**config.mk**
```make
export PLATFORM = sky130hd
export DESIGN_NAME = smc_ctrl
export DESIGN_NICKNAME = d
export VERILOG_FILES = /design/src/smc_pkg.sv /design/src/smc_ctrl.sv
export SDC_FILE = /design/constraint.sdc
export NUM_CORES = 1
export LEC_CHECK = 0
export ABC_CLOCK_PERIOD_IN_PS = 3750
export BUFFER_PORTS_ARGS = -buffer_cell sky130_fd_sc_hd__buf_2
export CAP_MARGIN = 20
export CORE_MARGIN = 5
export CORE_UTILIZATION = 25
export DETAILED_ROUTE_END_ITERATION = 7
export PLACE_DENSITY = 0.46
export SLEW_MARGIN = 20
export SYNTH_ARGS = -nofsm -noshare
export SYNTH_HDL_FRONTEND = slang
export SYNTH_SLANG_ARGS = --single-unit
```
**constraint.sdc**
```tcl
create_clock -name clk -period 3.75 [get_ports clk]
set_input_delay 0.5625 -clock clk [delete_from_list [all_inputs] [get_ports clk]]
set_output_delay 0.5625 -clock clk [all_outputs]
set_load 0.03 [all_outputs]
```
**src/smc_pkg.sv**
```systemverilog
package smc_pkg;
  // Register bus geometry
  localparam int unsigned ADDR_W = 8;
  localparam int unsigned DATA_W = 32;
  // Register byte offsets
  localparam logic [7:0] OFS_CFG_ONE   = 8'h00;
  localparam logic [7:0] OFS_CFG_TWO   = 8'h04;
  localparam logic [7:0] OFS_CFG_THREE = 8'h08;
  localparam logic [7:0] OFS_REGION    = 8'h0c;
  localparam logic [7:0] OFS_STATUS    = 8'h10;
  // Field positions
  localparam int unsigned CFG1_NMI_EN_BIT   = 0;
  localparam int unsigned CFG1_MGMT_ACC_BIT = 2;
  localparam int unsigned CFG1_MAIN_ACC_BIT = 3;
  localparam int unsigned CFG2_SUSPEND_REQUEST_N_EN_BIT  = 7;
  localparam int unsigned CFG2_HALT_SUSPEND_REQUEST_N_BIT = 3;
  localparam int unsigned CFG3_COMPAT_BIT   = 3;
  localparam int unsigned REGION_BASE_LSB   = 0;
  localparam int unsigned REGION_BASE_W     = 20;
  localparam int unsigned REGION_SIZE_LSB   = 24;
  localparam int unsigned REGION_SIZE_W     = 4;
  localparam logic [3:0]  REGION_SIZE_MAX   = 4'hd;
  localparam int unsigned PAGE_SHIFT        = 12;
  // Reset values
  localparam logic [7:0]  CFG_RESET    = 8'h00;
  localparam logic [31:0] REGION_RESET = 32'h0000_0000;
  // Management entry layout
  localparam int unsigned SAVE_DWORDS   = 12;
  localparam logic [31:0] SAVE_BYTES    = 32'(SAVE_DWORDS * 4);
  localparam logic [31:0] ENTRY_IP_OFS  = 32'h0000_0000;
  localparam logic [31:0] CS_LIMIT_64K  = 32'h0000_ffff;
  // Restore offsets below region top
  localparam logic [7:0] RST_OFS_CR0     = 8'h0c;
  localparam logic [7:0] RST_OFS_DR7     = 8'h04;
  localparam logic [7:0] RST_OFS_FLAGS   = 8'h08;
  localparam logic [7:0] RST_OFS_IP      = 8'h14;
  localparam logic [7:0] RST_OFS_CS_DESC = 8'h20;
  localparam logic [7:0] RST_OFS_CS_SEL  = 8'h18;
  // Saved items: dr7, flags, cr0, cur ip, next ip, cs
  localparam logic [5:0] SAVE_MASK_ALL = 6'h3f;
  // Core event strobes, one cycle each
  typedef struct packed {
    logic halt_exec;
    logic soft_int_exec;
    logic resume_exec;
    logic wake_event;
    logic mem_cycle_start;
    logic mem_code_seg;
  } smc_core_evt_s;
  // Suspend states
  typedef enum logic [1:0] {SUSPEND_REQUEST_N_RUN, SUSPEND_REQUEST_N_PIN, SUSPEND_REQUEST_N_HALT} smc_suspend_request_n_e;
endpackage

```
**src/smc_ctrl.sv**
```systemverilog
`timescale 1ns/100ps
module smc_ctrl
  import smc_pkg::*;
#(
  parameter logic [31:0] DR7_RESET_VALUE = 32'h0000_0000
) (
  input  wire logic              clk,
  input  wire logic              reset,
  input  wire logic [ADDR_W-1:0] reg_addr,
  input  wire logic [DATA_W-1:0] reg_wdata,
  input  wire logic              reg_wr,
  input  wire logic              reg_rd,
  output logic      [DATA_W-1:0] reg_rdata,
  input  wire logic              suspend_request_n,
  input  wire logic              mgmt_int_n,
  input  wire logic              addr20_mask_n,
  input  wire logic              nmi_req,
  input  wire smc_core_evt_s     evt,
  input  wire logic [31:0]       mem_addr,
  output logic                   suspend_ack_n,
  output logic                   core_stall,
  output logic                   mgmt_cycle_marker_n,
  output logic                   mgmt_active_n,
  output logic                   undef_opcode_fault,
  output logic                   mem_to_mgmt,
  output logic                   addr20_mask_eff_n,
  output logic                   nmi_take,
  output logic                   mgmt_entry,
  output logic                   dr7_reload,
  output logic      [31:0]       dr7_reload_value,
  output logic      [5:0]        save_mask,
  output logic      [31:0]       save_area_base,
  output logic      [31:0]       region_top,
  output logic      [31:0]       entry_ip_addr,
  output logic      [31:0]       cs_limit
);

  // Pin synchronisers, stage one read only by stage two
  logic [1:0] suspend_request_n_sync_r;  // Suspend request
  logic [1:0] mint_sync_r;  // Management interrupt
  logic [1:0] a20_sync_r;   // Address mask
  logic [1:0] nmi_sync_r;   // Non-maskable request
  // Configuration and state
  logic [7:0]  cfg_one_r;     // Access and nmi bits
  logic [7:0]  cfg_two_r;     // Suspend bits
  logic [7:0]  cfg_three_r;   // Protocol select
  logic [31:0] region_r;      // Base page and size code
  smc_suspend_request_n_e   suspend_request_n_r;        // Suspend state
  logic        mgmt_r;        // In management mode
  logic        nmi_prev_r;    // Edge detect of nmi
  // Decoded fields
  logic        suspend_request_n_en;       // Enable bit
  logic        halt_suspend_request_n;     // Halt suspend bit
  logic        compat;        // Alternate protocol
  logic        mgmt_acc;      // Management memory access
  logic        main_acc;      // Main memory access
  logic        nmi_en;        // Nmi allowed in management
  logic [31:0] base_addr;     // Region start
  logic [31:0] size_bytes;    // Region length
  logic [31:0] top_addr;      // One past region end
  logic        in_region;     // Address hits region
  logic        mgmt_req;      // Entry request this cycle
  logic        steer_nxt;     // Steering decision
  assign suspend_request_n_en    = cfg_two_r[CFG2_SUSPEND_REQUEST_N_EN_BIT];
  assign halt_suspend_request_n  = cfg_two_r[CFG2_HALT_SUSPEND_REQUEST_N_BIT];
  assign compat     = cfg_three_r[CFG3_COMPAT_BIT];
  assign mgmt_acc   = cfg_one_r[CFG1_MGMT_ACC_BIT];
  assign main_acc   = cfg_one_r[CFG1_MAIN_ACC_BIT];
  assign nmi_en     = cfg_one_r[CFG1_NMI_EN_BIT];
  assign base_addr  = {region_r[REGION_BASE_LSB +: REGION_BASE_W], 12'h000};
  assign size_bytes = 32'h0000_1000 << region_r[REGION_SIZE_LSB +: REGION_SIZE_W];
  assign top_addr   = base_addr + size_bytes;
  assign in_region  = (mem_addr >= base_addr) && (mem_addr < top_addr);
  // Pin synchroniser chains
  always_ff @(posedge clk) begin
    if (reset) begin
      suspend_request_n_sync_r <= 2'h3;
      mint_sync_r <= 2'h3;
      a20_sync_r  <= 2'h3;
      nmi_sync_r  <= 2'h0;
    end else begin
      suspend_request_n_sync_r <= {suspend_request_n_sync_r[0], suspend_request_n};
      mint_sync_r <= {mint_sync_r[0], mgmt_int_n};
      a20_sync_r  <= {a20_sync_r[0], addr20_mask_n};
      nmi_sync_r  <= {nmi_sync_r[0], nmi_req};
    end
  end
  // Register writes; power-up clears all enables
  always_ff @(posedge clk) begin
    if (reset) begin
      cfg_one_r   <= CFG_RESET;
      cfg_two_r   <= CFG_RESET;
      cfg_three_r <= CFG_RESET;
      region_r    <= REGION_RESET;
    end else if (reg_wr) begin
      if (reg_addr == OFS_CFG_ONE) begin
        cfg_one_r <= reg_wdata[7:0];
      end else if (reg_addr == OFS_CFG_TWO) begin
        cfg_two_r <= reg_wdata[7:0];
      end else if (reg_addr == OFS_CFG_THREE) begin
        cfg_three_r <= reg_wdata[7:0];
      end else if (reg_addr == OFS_REGION) begin
        region_r <= reg_wdata;
        // Clamp size code to the largest region
        if (reg_wdata[REGION_SIZE_LSB +: REGION_SIZE_W] > REGION_SIZE_MAX) begin
          region_r[REGION_SIZE_LSB +: REGION_SIZE_W] <= REGION_SIZE_MAX;
        end
      end
    end
  end
  // Register reads, data one cycle later, unmapped reads zero
  always_ff @(posedge clk) begin
    if (reset) begin
      reg_rdata <= 32'h0000_0000;
    end else if (reg_rd) begin
      if (reg_addr == OFS_CFG_ONE) begin
        reg_rdata <= {24'h000000, cfg_one_r};
      end else if (reg_addr == OFS_CFG_TWO) begin
        reg_rdata <= {24'h000000, cfg_two_r};
      end else if (reg_addr == OFS_CFG_THREE) begin
        reg_rdata <= {24'h000000, cfg_three_r};
      end else if (reg_addr == OFS_REGION) begin
        reg_rdata <= region_r;
      end else if (reg_addr == OFS_STATUS) begin
        reg_rdata <= {28'h0000000, mgmt_r, compat, suspend_request_n_r};
      end else begin
        reg_rdata <= 32'h0000_0000;
      end
    end else begin
      reg_rdata <= 32'h0000_0000;
    end
  end
  // Suspend state machine and acknowledge
  always_ff @(posedge clk) begin
    if (reset) begin
      suspend_request_n_r        <= SUSPEND_REQUEST_N_RUN;
      suspend_ack_n <= 1'b1;
      core_stall    <= 1'b0;
    end else begin
      case (suspend_request_n_r)
        SUSPEND_REQUEST_N_RUN: begin
          if (suspend_request_n_en && !suspend_request_n_sync_r[1]) begin
            suspend_request_n_r        <= SUSPEND_REQUEST_N_PIN;
            suspend_ack_n <= 1'b0;
            core_stall    <= 1'b1;
          end else if (evt.halt_exec && halt_suspend_request_n) begin
            suspend_request_n_r        <= SUSPEND_REQUEST_N_HALT;
            suspend_ack_n <= 1'b0;
            core_stall    <= 1'b1;
          end
        end
        SUSPEND_REQUEST_N_PIN: begin
          // Clock may stop here; request negated only after restart
          if (suspend_request_n_sync_r[1]) begin
            suspend_request_n_r        <= SUSPEND_REQUEST_N_RUN;
            suspend_ack_n <= 1'b1;
            core_stall    <= 1'b0;
          end
        end
        SUSPEND_REQUEST_N_HALT: begin
          // An interrupt or reset wakes a halted core
          if (evt.wake_event) begin
            suspend_request_n_r        <= SUSPEND_REQUEST_N_RUN;
            suspend_ack_n <= 1'b1;
            core_stall    <= 1'b0;
          end
        end
        default: begin
          suspend_request_n_r        <= SUSPEND_REQUEST_N_RUN;
          suspend_ack_n <= 1'b1;
          core_stall    <= 1'b0;
        end
      endcase
    end
  end
  // Entry request: pin level, or soft opcode outside compat mode
  assign mgmt_req = !mgmt_r && (!mint_sync_r[1] || (evt.soft_int_exec && !compat));
  // Management mode flag and entry pulses
  always_ff @(posedge clk) begin
    if (reset) begin
      mgmt_r     <= 1'b0;
      mgmt_entry <= 1'b0;
      dr7_reload <= 1'b0;
    end else begin
      mgmt_entry <= mgmt_req;
      dr7_reload <= mgmt_req;
      if (mgmt_req) begin
        mgmt_r <= 1'b1;
      end else if (evt.resume_exec) begin
        mgmt_r <= 1'b0;
      end
    end
  end
  // Undefined opcode fault for soft entry in compat mode
  always_ff @(posedge clk) begin
    if (reset) begin
      undef_opcode_fault <= 1'b0;
    end else begin
      undef_opcode_fault <= evt.soft_int_exec && compat;
    end
  end
  // Entry layout for the core: save set, save area, entry point
  always_ff @(posedge clk) begin
    if (reset) begin
      save_mask        <= 6'h00;
      save_area_base   <= 32'h0000_0000;
      region_top       <= 32'h0000_0000;
      entry_ip_addr    <= 32'h0000_0000;
      cs_limit         <= 32'h0000_0000;
      dr7_reload_value <= 32'h0000_0000;
    end else begin
      save_mask        <= SAVE_MASK_ALL;
      region_top       <= top_addr;
      save_area_base   <= top_addr - SAVE_BYTES;
      entry_ip_addr    <= base_addr + ENTRY_IP_OFS;
      cs_limit         <= CS_LIMIT_64K;
      dr7_reload_value <= DR7_RESET_VALUE;
    end
  end
  // Memory steering to management or main memory
  always_comb begin
    steer_nxt = 1'b0;
    if (in_region) begin
      if (compat) begin
        steer_nxt = mgmt_r;
      end else if (mgmt_r) begin
        steer_nxt = !(main_acc && !evt.mem_code_seg);
      end else begin
        steer_nxt = mgmt_acc;
      end
    end
  end

  always_ff @(posedge clk) begin
    if (reset) begin
      mem_to_mgmt <= 1'b0;
    end else begin
      mem_to_mgmt <= steer_nxt;
    end
  end
  // Marker pin: per-cycle pulse, or held level in compat mode
  always_ff @(posedge clk) begin
    if (reset) begin
      mgmt_cycle_marker_n <= 1'b1;
      mgmt_active_n       <= 1'b1;
    end else begin
      mgmt_active_n <= !(mgmt_r || mgmt_req);
      if (compat) begin
        mgmt_cycle_marker_n <= !((mgmt_r || mgmt_req) && !evt.resume_exec);
      end else begin
        mgmt_cycle_marker_n <= !(evt.mem_cycle_start && steer_nxt);
      end
    end
  end
  // Effective address mask, ignored in management mode
  always_ff @(posedge clk) begin
    if (reset) begin
      addr20_mask_eff_n <= 1'b1;
    end else begin
      addr20_mask_eff_n <= mgmt_r ? 1'b1 : a20_sync_r[1];
    end
  end
  // Nmi gating, blocked in management mode unless enabled
  always_ff @(posedge clk) begin
    if (reset) begin
      nmi_prev_r <= 1'b0;
      nmi_take   <= 1'b0;
    end else begin
      nmi_prev_r <= nmi_sync_r[1];
      nmi_take   <= nmi_sync_r[1] && !nmi_prev_r && (!mgmt_r || nmi_en);
    end
  end
  // Checks
  AST_SUSPEND_REQUEST_N_DISABLED: assert property (@(posedge clk) disable iff (reset)
    (suspend_request_n_r == SUSPEND_REQUEST_N_RUN && !suspend_request_n_en && !(evt.halt_exec && halt_suspend_request_n)) |=> suspend_request_n_r == SUSPEND_REQUEST_N_RUN)
    else $error("suspend entered while disabled");
  AST_PIN_ENTRY: assert property (@(posedge clk) disable iff (reset)
    (suspend_request_n_r == SUSPEND_REQUEST_N_RUN && suspend_request_n_en && !suspend_request_n_sync_r[1]) |=> suspend_request_n_r == SUSPEND_REQUEST_N_PIN)
    else $error("enabled request did not suspend");
  AST_PIN_HOLD: assert property (@(posedge clk) disable iff (reset)
    (suspend_request_n_r == SUSPEND_REQUEST_N_PIN && !suspend_request_n_sync_r[1]) |=> suspend_request_n_r == SUSPEND_REQUEST_N_PIN && !suspend_ack_n)
    else $error("left pin suspend while request low");
  AST_ACK_MATCH: assert property (@(posedge clk) disable iff (reset)
    suspend_ack_n == (suspend_request_n_r == SUSPEND_REQUEST_N_RUN))
    else $error("acknowledge disagrees with suspend state");
  AST_HALT_ENTRY: assert property (@(posedge clk) disable iff (reset)
    (suspend_request_n_r == SUSPEND_REQUEST_N_RUN && suspend_request_n_sync_r[1] && evt.halt_exec && halt_suspend_request_n) |=> !suspend_ack_n ##0 core_stall)
    else $error("halt did not suspend");
  AST_ACK_RELEASE: assert property (@(posedge clk) disable iff (reset)
    (suspend_request_n_r == SUSPEND_REQUEST_N_HALT && evt.wake_event) |=> suspend_ack_n && !core_stall)
    else $error("acknowledge not released on wake");
  AST_COMPAT_HOLD: assert property (@(posedge clk) disable iff (reset)
    (compat && mgmt_r && !evt.resume_exec) ##1 compat |-> !mgmt_cycle_marker_n)
    else $error("compat marker not held");
  AST_FAULT: assert property (@(posedge clk) disable iff (reset)
    (evt.soft_int_exec && compat) |=> undef_opcode_fault ##0 (mgmt_entry == (!$past(mgmt_r) && !$past(mint_sync_r[1]))))
    else $error("soft opcode not faulted in compat mode");
  AST_SAVE_AREA: assert property (@(posedge clk) disable iff (reset)
    !$past(reset) |-> (region_top - save_area_base == 32'd48))
    else $error("save area not 48 bytes");
  AST_A20_IGNORED: assert property (@(posedge clk) disable iff (reset)
    $past(mgmt_r) |-> addr20_mask_eff_n)
    else $error("address mask applied in management mode");
  AST_NMI_BLOCK: assert property (@(posedge clk) disable iff (reset)
    $past(mgmt_r) && !$past(nmi_en) |-> !nmi_take)
    else $error("nmi taken while blocked");
  AST_DR7_ENTRY: assert property (@(posedge clk) disable iff (reset)
    mgmt_req |=> dr7_reload && mgmt_entry ##1 !dr7_reload)
    else $error("debug reload not pulsed on entry");

endmodule

```
## After elaboration in Yosys (flattened, before gate mapping)

Index checks and enable logic that the tools add are counted.

- Add/subtract/negate cells: 2
- Order comparisons: 3
- Equality and inequality tests: 9
- Shifts and indexed selects: 1
- Muxes and demuxes: 29
- Bitwise gates (word level): 4
- Reduce and logical (&&, ||, !) cells: 36

Operator list:

| operator | number |
|---|---|
| adder 32 bit | 1 |
| >= comparator 32 bit | 1 |
| less-than comparator 32 bit | 1 |
| 2-to-1 mux 32 bit | 1 |
| << shifter 13 x 4 -> 32 bit (first input constant) | 1 |
| subtractor 32 x 6 -> 32 bit (second input constant) | 1 |
| 2-to-1 mux 8 bit | 3 |
| == test 8 x 4 -> 1 bit (second input constant) | 2 |
| 2-to-1 mux 16 bit | 1 |
| 2-to-1 mux 1 bit | 14 |
| logical AND 1 bit | 11 |
| zero test 1 bit | 11 |
| == test 8 x 3 -> 1 bit (second input constant) | 1 |
| == test 8 x 5 -> 1 bit (second input constant) | 1 |
| zero test 8 bit | 1 |
| 2-to-1 mux 2 bit | 4 |
| 2-to-1 mux 4 bit | 2 |
| 2-to-1 mux 6 bit | 1 |
| case mux 1 bit (3 select lines) | 2 |
| case mux 2 bit (3 select lines) | 1 |
| AND reduction 3 bit | 2 |
| AND reduction 5 bit | 1 |
| OR reduction 5 bit | 1 |
| greater-than comparator 4 bit (second input constant) | 1 |
| other kinds (11) | 18 |

- Bits in registers: 243
- Bits of input ports: 86
- Word-level logic and storage cells: 112

## Logic depth before layout (Yosys ltp)

Gate-level depths: netlist of the first run.

- Depth in word-level cells: 9
- Gate-level depth with buffers: 21
- Depth with buffers taken out: 18

## Worst setup path before layout of the first run

No wires, ideal clock.

- Kind: register -> register
- Start: reg region_r[26]
- End: reg mgmt_cycle_marker_n
- Library setup time: 120 ps
- Arrival time: 4042 ps
- Data required time: 3630 ps
- Slack: -411 ps
- Stages on the path, launching flop included: 22
- Period minus slack after synthesis: 4161 ps
- Cells stage by stage: dfxtp_1 > clkbuf_1 > nand2b_1 > nor3_1 > ha_1 > buf_2 > a21o_1 > nand4b_2 > nand3_1 > a211oi_1 > o21a_1 > or2_2 > clkbuf_1 > ha_1 > a21o_1 > a211oi_1 > o41ai_1 > o21ai_0 > o211ai_1 > a211oi_1 > nor2_1 > o31a_1

- Longest elaborated chain between the ends: 8

RTL lines:

| element | line | text |
|---|---|---|
| start, declared | smc_ctrl.sv:47 | `logic [31:0] region_r;` |
| start signal, assigned | smc_ctrl.sv:103 | `region_r <= reg_wdata;` |
| << shifter 13 x 4 -> 32 bit | smc_ctrl.sv:71 | `assign size_bytes = 32'h0000_1000 << region_r[REGION_SIZE_LSB +: REGION_SIZE_W];` |
| adder 32 bit | smc_ctrl.sv:72 | `assign top_addr = base_addr + size_bytes;` |
| less-than comparator 32 bit | smc_ctrl.sv:73 | `assign in_region = (mem_addr >= base_addr) && (mem_addr < top_addr);` |
| logical AND 1 bit | smc_ctrl.sv:73 |  |
| 2-to-1 mux 1 bit | smc_ctrl.sv:223 | `if (in_region) begin` |
| logical AND 1 bit | smc_ctrl.sv:251 | `mgmt_cycle_marker_n <= !(evt.mem_cycle_start && steer_nxt);` |
| zero test 1 bit | smc_ctrl.sv:251 |  |
| 2-to-1 mux 1 bit | smc_ctrl.sv:248 | `if (compat) begin` |
| end signal, assigned | smc_ctrl.sv:249 | `mgmt_cycle_marker_n <= !((mgmt_r \|\| mgmt_req) && !evt.resume_exec);` |
| end signal, assigned | smc_ctrl.sv:251 |  |
| end, declared | smc_ctrl.sv:22 | `output logic mgmt_cycle_marker_n,` |

Every way passes these cells.
A chain may end at the register's enable or synchronous reset.

## Final worst setup path of the first run

Ends and elaborated chain as after synthesis.

==> out/metrics.cfg, run 1 <==
[logic_synthesis]
synth_fa_ha_area_frac=0.0828
synth_top_cell_area_share=0.400
muxShareOfSynthArea=0.0441
synth_top_family_by_area=simple AND/OR/NAND/NOR gates
synth-seq-cells=171
synth-seq-area-share=0.400
post_synth_num_cell_types=70
synth_xor_area_frac=0.0203
synth_compound_area_frac=0.134
synth-simple-area-share=0.190
yosys.area.top_type=dfxtp_1
netlist_top_cells_area=dfxtp_1 (40%), buf_4 (9.2%), ha_1 (8.0%)
avgSynthCellArea_um2=8.71
postSynthCellCount=982
synth_ff_type=dfxtp_1
syn_area_um2=8550
synth_edf_count=0
synthArstFlopShare=0
ys_warn_count=0

[final_layout]
instances_no_fill=1707
finalNetCount=1386
layout-drive-gt1-share=0.341
areaGrowthSynthToFinish_pct=31.8
fin_util=0.335
fillers=3596

[critical_path]
cp-end-kind=flip-flop
critPathKind=flip-flop to flip-flop
arrival_ns=4.10
critPathMaxFanout=5
required_ns=4.07
critPathLaunchType=flip-flop

[timing]
final-setup-viol-count=1
finalCritPeriodShare=1.01
hold_slack_ns=0.309
slew_viol_final=0
fin_ws_ns=-0.0292
clock_skew_ns=0.00704
max_freq_ghz=0.265
rsz0062_at_grt=yes
period_needed_ns=3.78
maxSlewHeadroom=0.525
finalSetupTns_ns=-0.0292
tightest_slew_ns=0.710
hold_violations=0

[clocking]
cts_buffers=17
clock_latency_ns=0.43
cts_sinks=171
cts_hold_buf=0
cts-root-buf=clkbuf_16
clock_path_buffers=2
h-tree-depth=4
clkTransAtPathRegs_ns=0.07
tritoncts=built

[floorplan]
boundaryPins=294
die_x_um=195
die_y_um=195
core.rowCount=67
core_area_um2=33600
dieArea_um2=38000
start_util=0.254

[pwr]
seqPwrFrac=0.458
pwr-share-comb=0.093
cellLeakagePower_nw=5.23
vdd_drop_max_v=0.000303
p_int_w=0.00298
clock_power_share=0.450
netSwitchingFraction=0.256
power_density_nw_per_um2=355
p_sw_w=0.00103
p_total_w=0.00401

[run]
drv_cap=0

[placed_design]
port_buffers=216
dp.cells=1651
place_congestion=0.823
hpwl_um=21700

[run_status]
violations=negative setup slack
status=finished, violations left

[drt]
vias_per_cell=4.28
dr.pass1.iters=4
routedWlPerCell_um=16.0
drc=0
vias=7310
routed_wl_um=27300
ant_nets=0
dr.first_iter.drc_count=261

[global_routing]
grt_pass1_vias=7137
grt_max_degree=63
grt_usage=0.137
overflow=0
antenna_found_initial=5
grt_first_pass_wirelength_um=40900

[hold_path]
hold_path.class=primary input to flip-flop

-- through the flow --
step                      setup slack [ns]  area, um2
final                              -0.0292      11300
after global routing                -0.241      11300
after CTS                          -0.0664      11000
after detailed placement            -0.211      10200
after global placement             -0.0483      10200
after floorplan                     0.0514       8970
-- placed cells by master (no fill, tap or decap), types with 27 or more instances in the layout --
| cell type | instances |
|---|---|
| a21oi_1 | 57 |
| buf_2 | 215 |
| buf_4 | 97 |
| conb_1 | 77 |
| dfxtp_1 | 167 |
| ha_1 | 49 |
| inv_1 | 32 |
| mux2i_1 | 32 |
| nand2_1 | 87 |
| nor2_1 | 115 |
| nor3_1 | 27 |
-- per-layer routing --
metal | vias up | part of all wire | track usage
li1 | 3722 | - | -
met1 | 3307 | 0.45 | 0.180
met2 | 240 | 0.46 | 0.219
met3 | 33 | 0.071 | 0.0386
met4 | 8 | 0.023 | 0.0468
met5 | - | 0.0018 | 0
-- worst max-delay path, stage by stage, from the launching register on --
cell and delay, ns:
dfxtp_4 0.37, buf_6 0.13, nand2b_4 0.09, buf_6 0.11, nor2_4 0.03, ha_4 0.28, o211ai_1 0.11, o21ai_2 0.29
nand3_4 0.14, a211oi_4 0.27, nor3_2 0.07, or2_4 0.27, ha_4 0.15, a21o_1 0.19, a211oi_4 0.24, o41ai_2 0.12
o21ai_2 0.21, o211ai_1 0.11, a211oi_1 0.18, nor2_1 0.08, o31a_1 0.24
-- cell type report --
cell class | count | area, um2 | area share
Sequential cell | 171 | 3440 | 0.305
Antenna cell | 2 | 5.00 | 0.000444
Tap cell | 448 | 561 | 0.0497
Clock buffer | 24 | 492 | 0.0436
Inverter | 34 | 128 | 0.0113
Timing Repair Buffer | 316 | 1850 | 0.164
Clock inverter | 8 | 110 | 0.00977
Multi-Input combinational cell | 704 | 4690 | 0.416
-- path summary, 6_finish.rpt --
kind,from,end,slack [ns],depth (start not counted)
max,region_r[26],mgmt_cycle_marker_n,-0.03,20
max reg2reg,region_r[26],mgmt_cycle_marker_n,-0.03,20
min,suspend_request_n,suspend_request_n_sync_r[0],0.31,2
min reg2reg,nmi_prev_r,nmi_take,0.40,1
-- Yosys cell counts (4+ instances only) --
master	instances
dfxtp_1	171
nor2_1	122
buf_4	105
nand2_1	88
a21oi_1	60
ha_1	55
clkbuf_1	37
nor3_1	35
inv_1	33
mux2i_1	32
a21o_1	17
and2_1	17
nand3_1	17
o21ai_0	17
nand2b_1	12
a211oi_1	10
or2_2	10
xnor2_1	10
nand4_1	9
a31o_2	8
xor2_1	8
o211ai_1	7
o21a_1	7
a2111oi_0	6
a31oi_1	6
and3_1	6
nor2b_1	6
nor4_1	5
buf_2	4
mux2_2	4
o31ai_1	4
-- what timing repair did --
action | 4_1_cts | 5_1_grt
gates resized for setup | 19 | 44
buffers inserted | 14 | 10
setup endpoints to repair | 2 | 6
gates cloned | 0 | 0
pin swaps | 3 | 23
-- sequential cells by signal, summed over array words and instances, names as in the netlist, 8 cells and up --
register,count
reg_rdata,32
region_r,32
save_area_base,21
entry_ip_addr,20
region_top,20
cfg_one_r,8
cfg_three_r,8
cfg_two_r,8
-- logic make-up after synthesis --
group | count (synthesis)
buf+inv | 183
fa+ha+maj | 56
xor+xnor | 19
simple gates | 346
compound gates | 169
other cells | 1
mux | 37
flops | 171
-- power groups by stage --
stage,combinational (W),sequential (W),clock (W)
floorplan,0.000315,0.00189,0
global placement,0.000361,0.00188,0
detailed placement,0.000363,0.00188,0
CTS,0.000366,0.00184,0.00187
global route,0.000401,0.00183,0.00195
finish,0.000371,0.00183,0.00180
Power figures use the tool's default switching activity.
==> run 2: changes to the inputs <==
==> constraint.sdc (replaced) <==
create_clock -name clk -period 3.75 [get_ports clk]
set_input_delay 0.1875 -clock clk [delete_from_list [all_inputs] [get_ports clk]]
set_output_delay 0.1875 -clock clk [all_outputs]
set_load 0.03 [all_outputs]
==> run 2 against run 1 <==
Against the previous run:
- the run still ends with negative setup slack left
- worst setup slack better by 0.0097 ns
- clock power is 4% lower
- core utilization increased by 0.74 points
- wire length hardly changed
- design area up 2.2%
- sequential share of layout area fell by 0.66 points
- global-route usage increased by 0.14 points
==> out/metrics.cfg, run 2 (synthesized netlist as in run 1, its figures left out) <==
[floorplan]
start_util=0.254
core.rowCount=67
core_area_um2=33600
die_y_um=195
dieArea_um2=38000
die_x_um=195
boundaryPins=294

[global_routing]
grt_max_degree=63
grt_pass1_vias=7242
grt_first_pass_wirelength_um=41500
overflow=0
antenna_found_initial=4
grt_usage=0.139

[clocking]
cts-root-buf=clkbuf_16
h-tree-depth=4
clock_latency_ns=0.44
cts_buffers=17
clkTransAtPathRegs_ns=0.07
tritoncts=built
cts_sinks=171
clock_path_buffers=2

[run]
drv_cap=0

[pwr]
power_density_nw_per_um2=343
cellLeakagePower_nw=5.34
vdd_drop_max_v=0.000303
pwr-share-comb=0.100
p_total_w=0.00395
netSwitchingFraction=0.266
seqPwrFrac=0.464
p_sw_w=0.00105
clock_power_share=0.436
p_int_w=0.00290

[final_layout]
finalNetCount=1417
areaGrowthSynthToFinish_pct=34.7
mostFrequentLayoutCells=buf_2 (215), dfxtp_1 (167), nor2_1 (116), buf_4 (101), nand2_1 (88)
fin_util=0.343
layout-drive-gt1-share=0.335
post-route-cell-area_um2=11500
fillers=3538
top_regs=reg_rdata (32), region_r (32), save_area_base (21)
final_common_cell=buf_2

[drt]
routed_wl_um=27200
dr.pass1.iters=5
drc=0
vias=7461
routedWlPerCell_um=15.7
vias_per_cell=4.29
dr.first_iter.drc_count=236
ant_nets=0

[critical_path]
critPathKind=flip-flop to flip-flop
required_ns=4.07
arrival_ns=4.09
critPathLaunchType=flip-flop
worstSetupStartpoint=region_r[27]
critPathMaxFanout=7
cp-end-kind=flip-flop
timing.rr.start=region_r[27]

[timing]
tightest_slew_ns=0.716
clock_skew_ns=0.0107
hold_violations=0
finalCritPeriodShare=1.01
fin_ws_ns=-0.0195
max_freq_ghz=0.265
rsz0062_at_grt=yes
period_needed_ns=3.77
final-setup-viol-count=1
maxSlewHeadroom=0.523
slew_viol_final=0

[placed_design]
dpl-instance-area_um2=10200
place_congestion=0.822
hpwl_um=21700
port_buffers=216

[hold_path]
hp-start=reg_wdata[1]
hold_path.class=primary input to flip-flop

[run_status]
status=finished, violations left
violations=negative setup slack

==> run 2: cell count changes in the layout (fill, tap and decap cells not counted), moves of 2 or more <==
cell and change:
buf_4 +4, ha_4 +2, clkinv_2 +5, dlygate4sd3_1 +28, clkbuf_1 -3, ha_2 +2, clkbuf_8 -2, inv_6 +2
ha_1 -4
==> run 2: area by class of cell <==
class,instances,area [um2],share of cell area
timing repair buffer,347,2150,0.186
sequential,171,3440,0.298
inverter,34,128,0.0111
clock buffer,19,453,0.0393
clock inverter,13,118,0.0102
multi-input combinational,704,4670,0.405
antenna,3,7.51,0.000652
tap,448,561,0.0487
==> run 2: worst paths after layout <==
| path | to | slack (ns) | depth (start not counted) |
|---|---|---|---|
| setup reg to reg | mgmt_cycle_marker_n | -0.02 | 19 |
| hold / removal | region_r[1] | 0.03 | 3 |
| setup / recovery | mgmt_cycle_marker_n | -0.02 | 19 |
| hold reg to reg | nmi_take | 0.38 | 1 |
==> run 2: worst max-delay path, stage by stage (launching register included) <==
cell       delay (ns)
dfxtp_4          0.40
buf_4            0.13
nand2b_4         0.07
nor2_2           0.17
ha_4             0.22
and3_1           0.16
a221o_1          0.36
a22oi_2          0.25
and2_4           0.18
nand2_1          0.10
ha_4             0.24
a21o_1           0.18
a211oi_4         0.23
o41ai_2          0.12
o21ai_2          0.16
buf_4            0.14
a2111oi_4        0.03
a211oi_1         0.19
nor2_1           0.08
o31a_1           0.24
==> run 2: routing by layer <==
metal	share of wire	track usage
met5	0.00048	0
met4	0.022	0.0507
met3	0.064	0.0345
met2	0.46	0.225
met1	0.46	0.179
==> run 2: power by group through the flow <==
stage | sequential (W) | clock (W) | combinational, W
floorplan | 0.00189 | 0 | 0.000315
global placement | 0.00188 | 0 | 0.000361
detailed placement | 0.00188 | 0 | 0.000363
CTS | 0.00183 | 0.00180 | 0.000392
global route | 0.00183 | 0.00187 | 0.000424
finish | 0.00183 | 0.00172 | 0.000394
==> run 2: timing repair <==
item / 4_1_cts / 5_1_grt
resized for setup: 36 / 17
pin swaps: 13 / 21
buffers inserted: 19 / 6
hold buffers: 28 / 0
hold endpoints to repair: 28 / 0
setup endpoints to repair: 2 / 6
==> run 2: metrics by stage <==
stage,setup TNS (ns),setup WS (ns),cells,hold slack (ns)
final,-0.0195,-0.0195,1739,0.0338
after CTS,-0.00535,-0.00535,1730,0.00522
after floorplan,0,0.0514,1058,0.291
after detailed placement,-0.349,-0.190,1651,0.375
after global routing,-0.357,-0.188,1739,0.0145
after global placement,-0.0934,-0.0538,1651,0.378
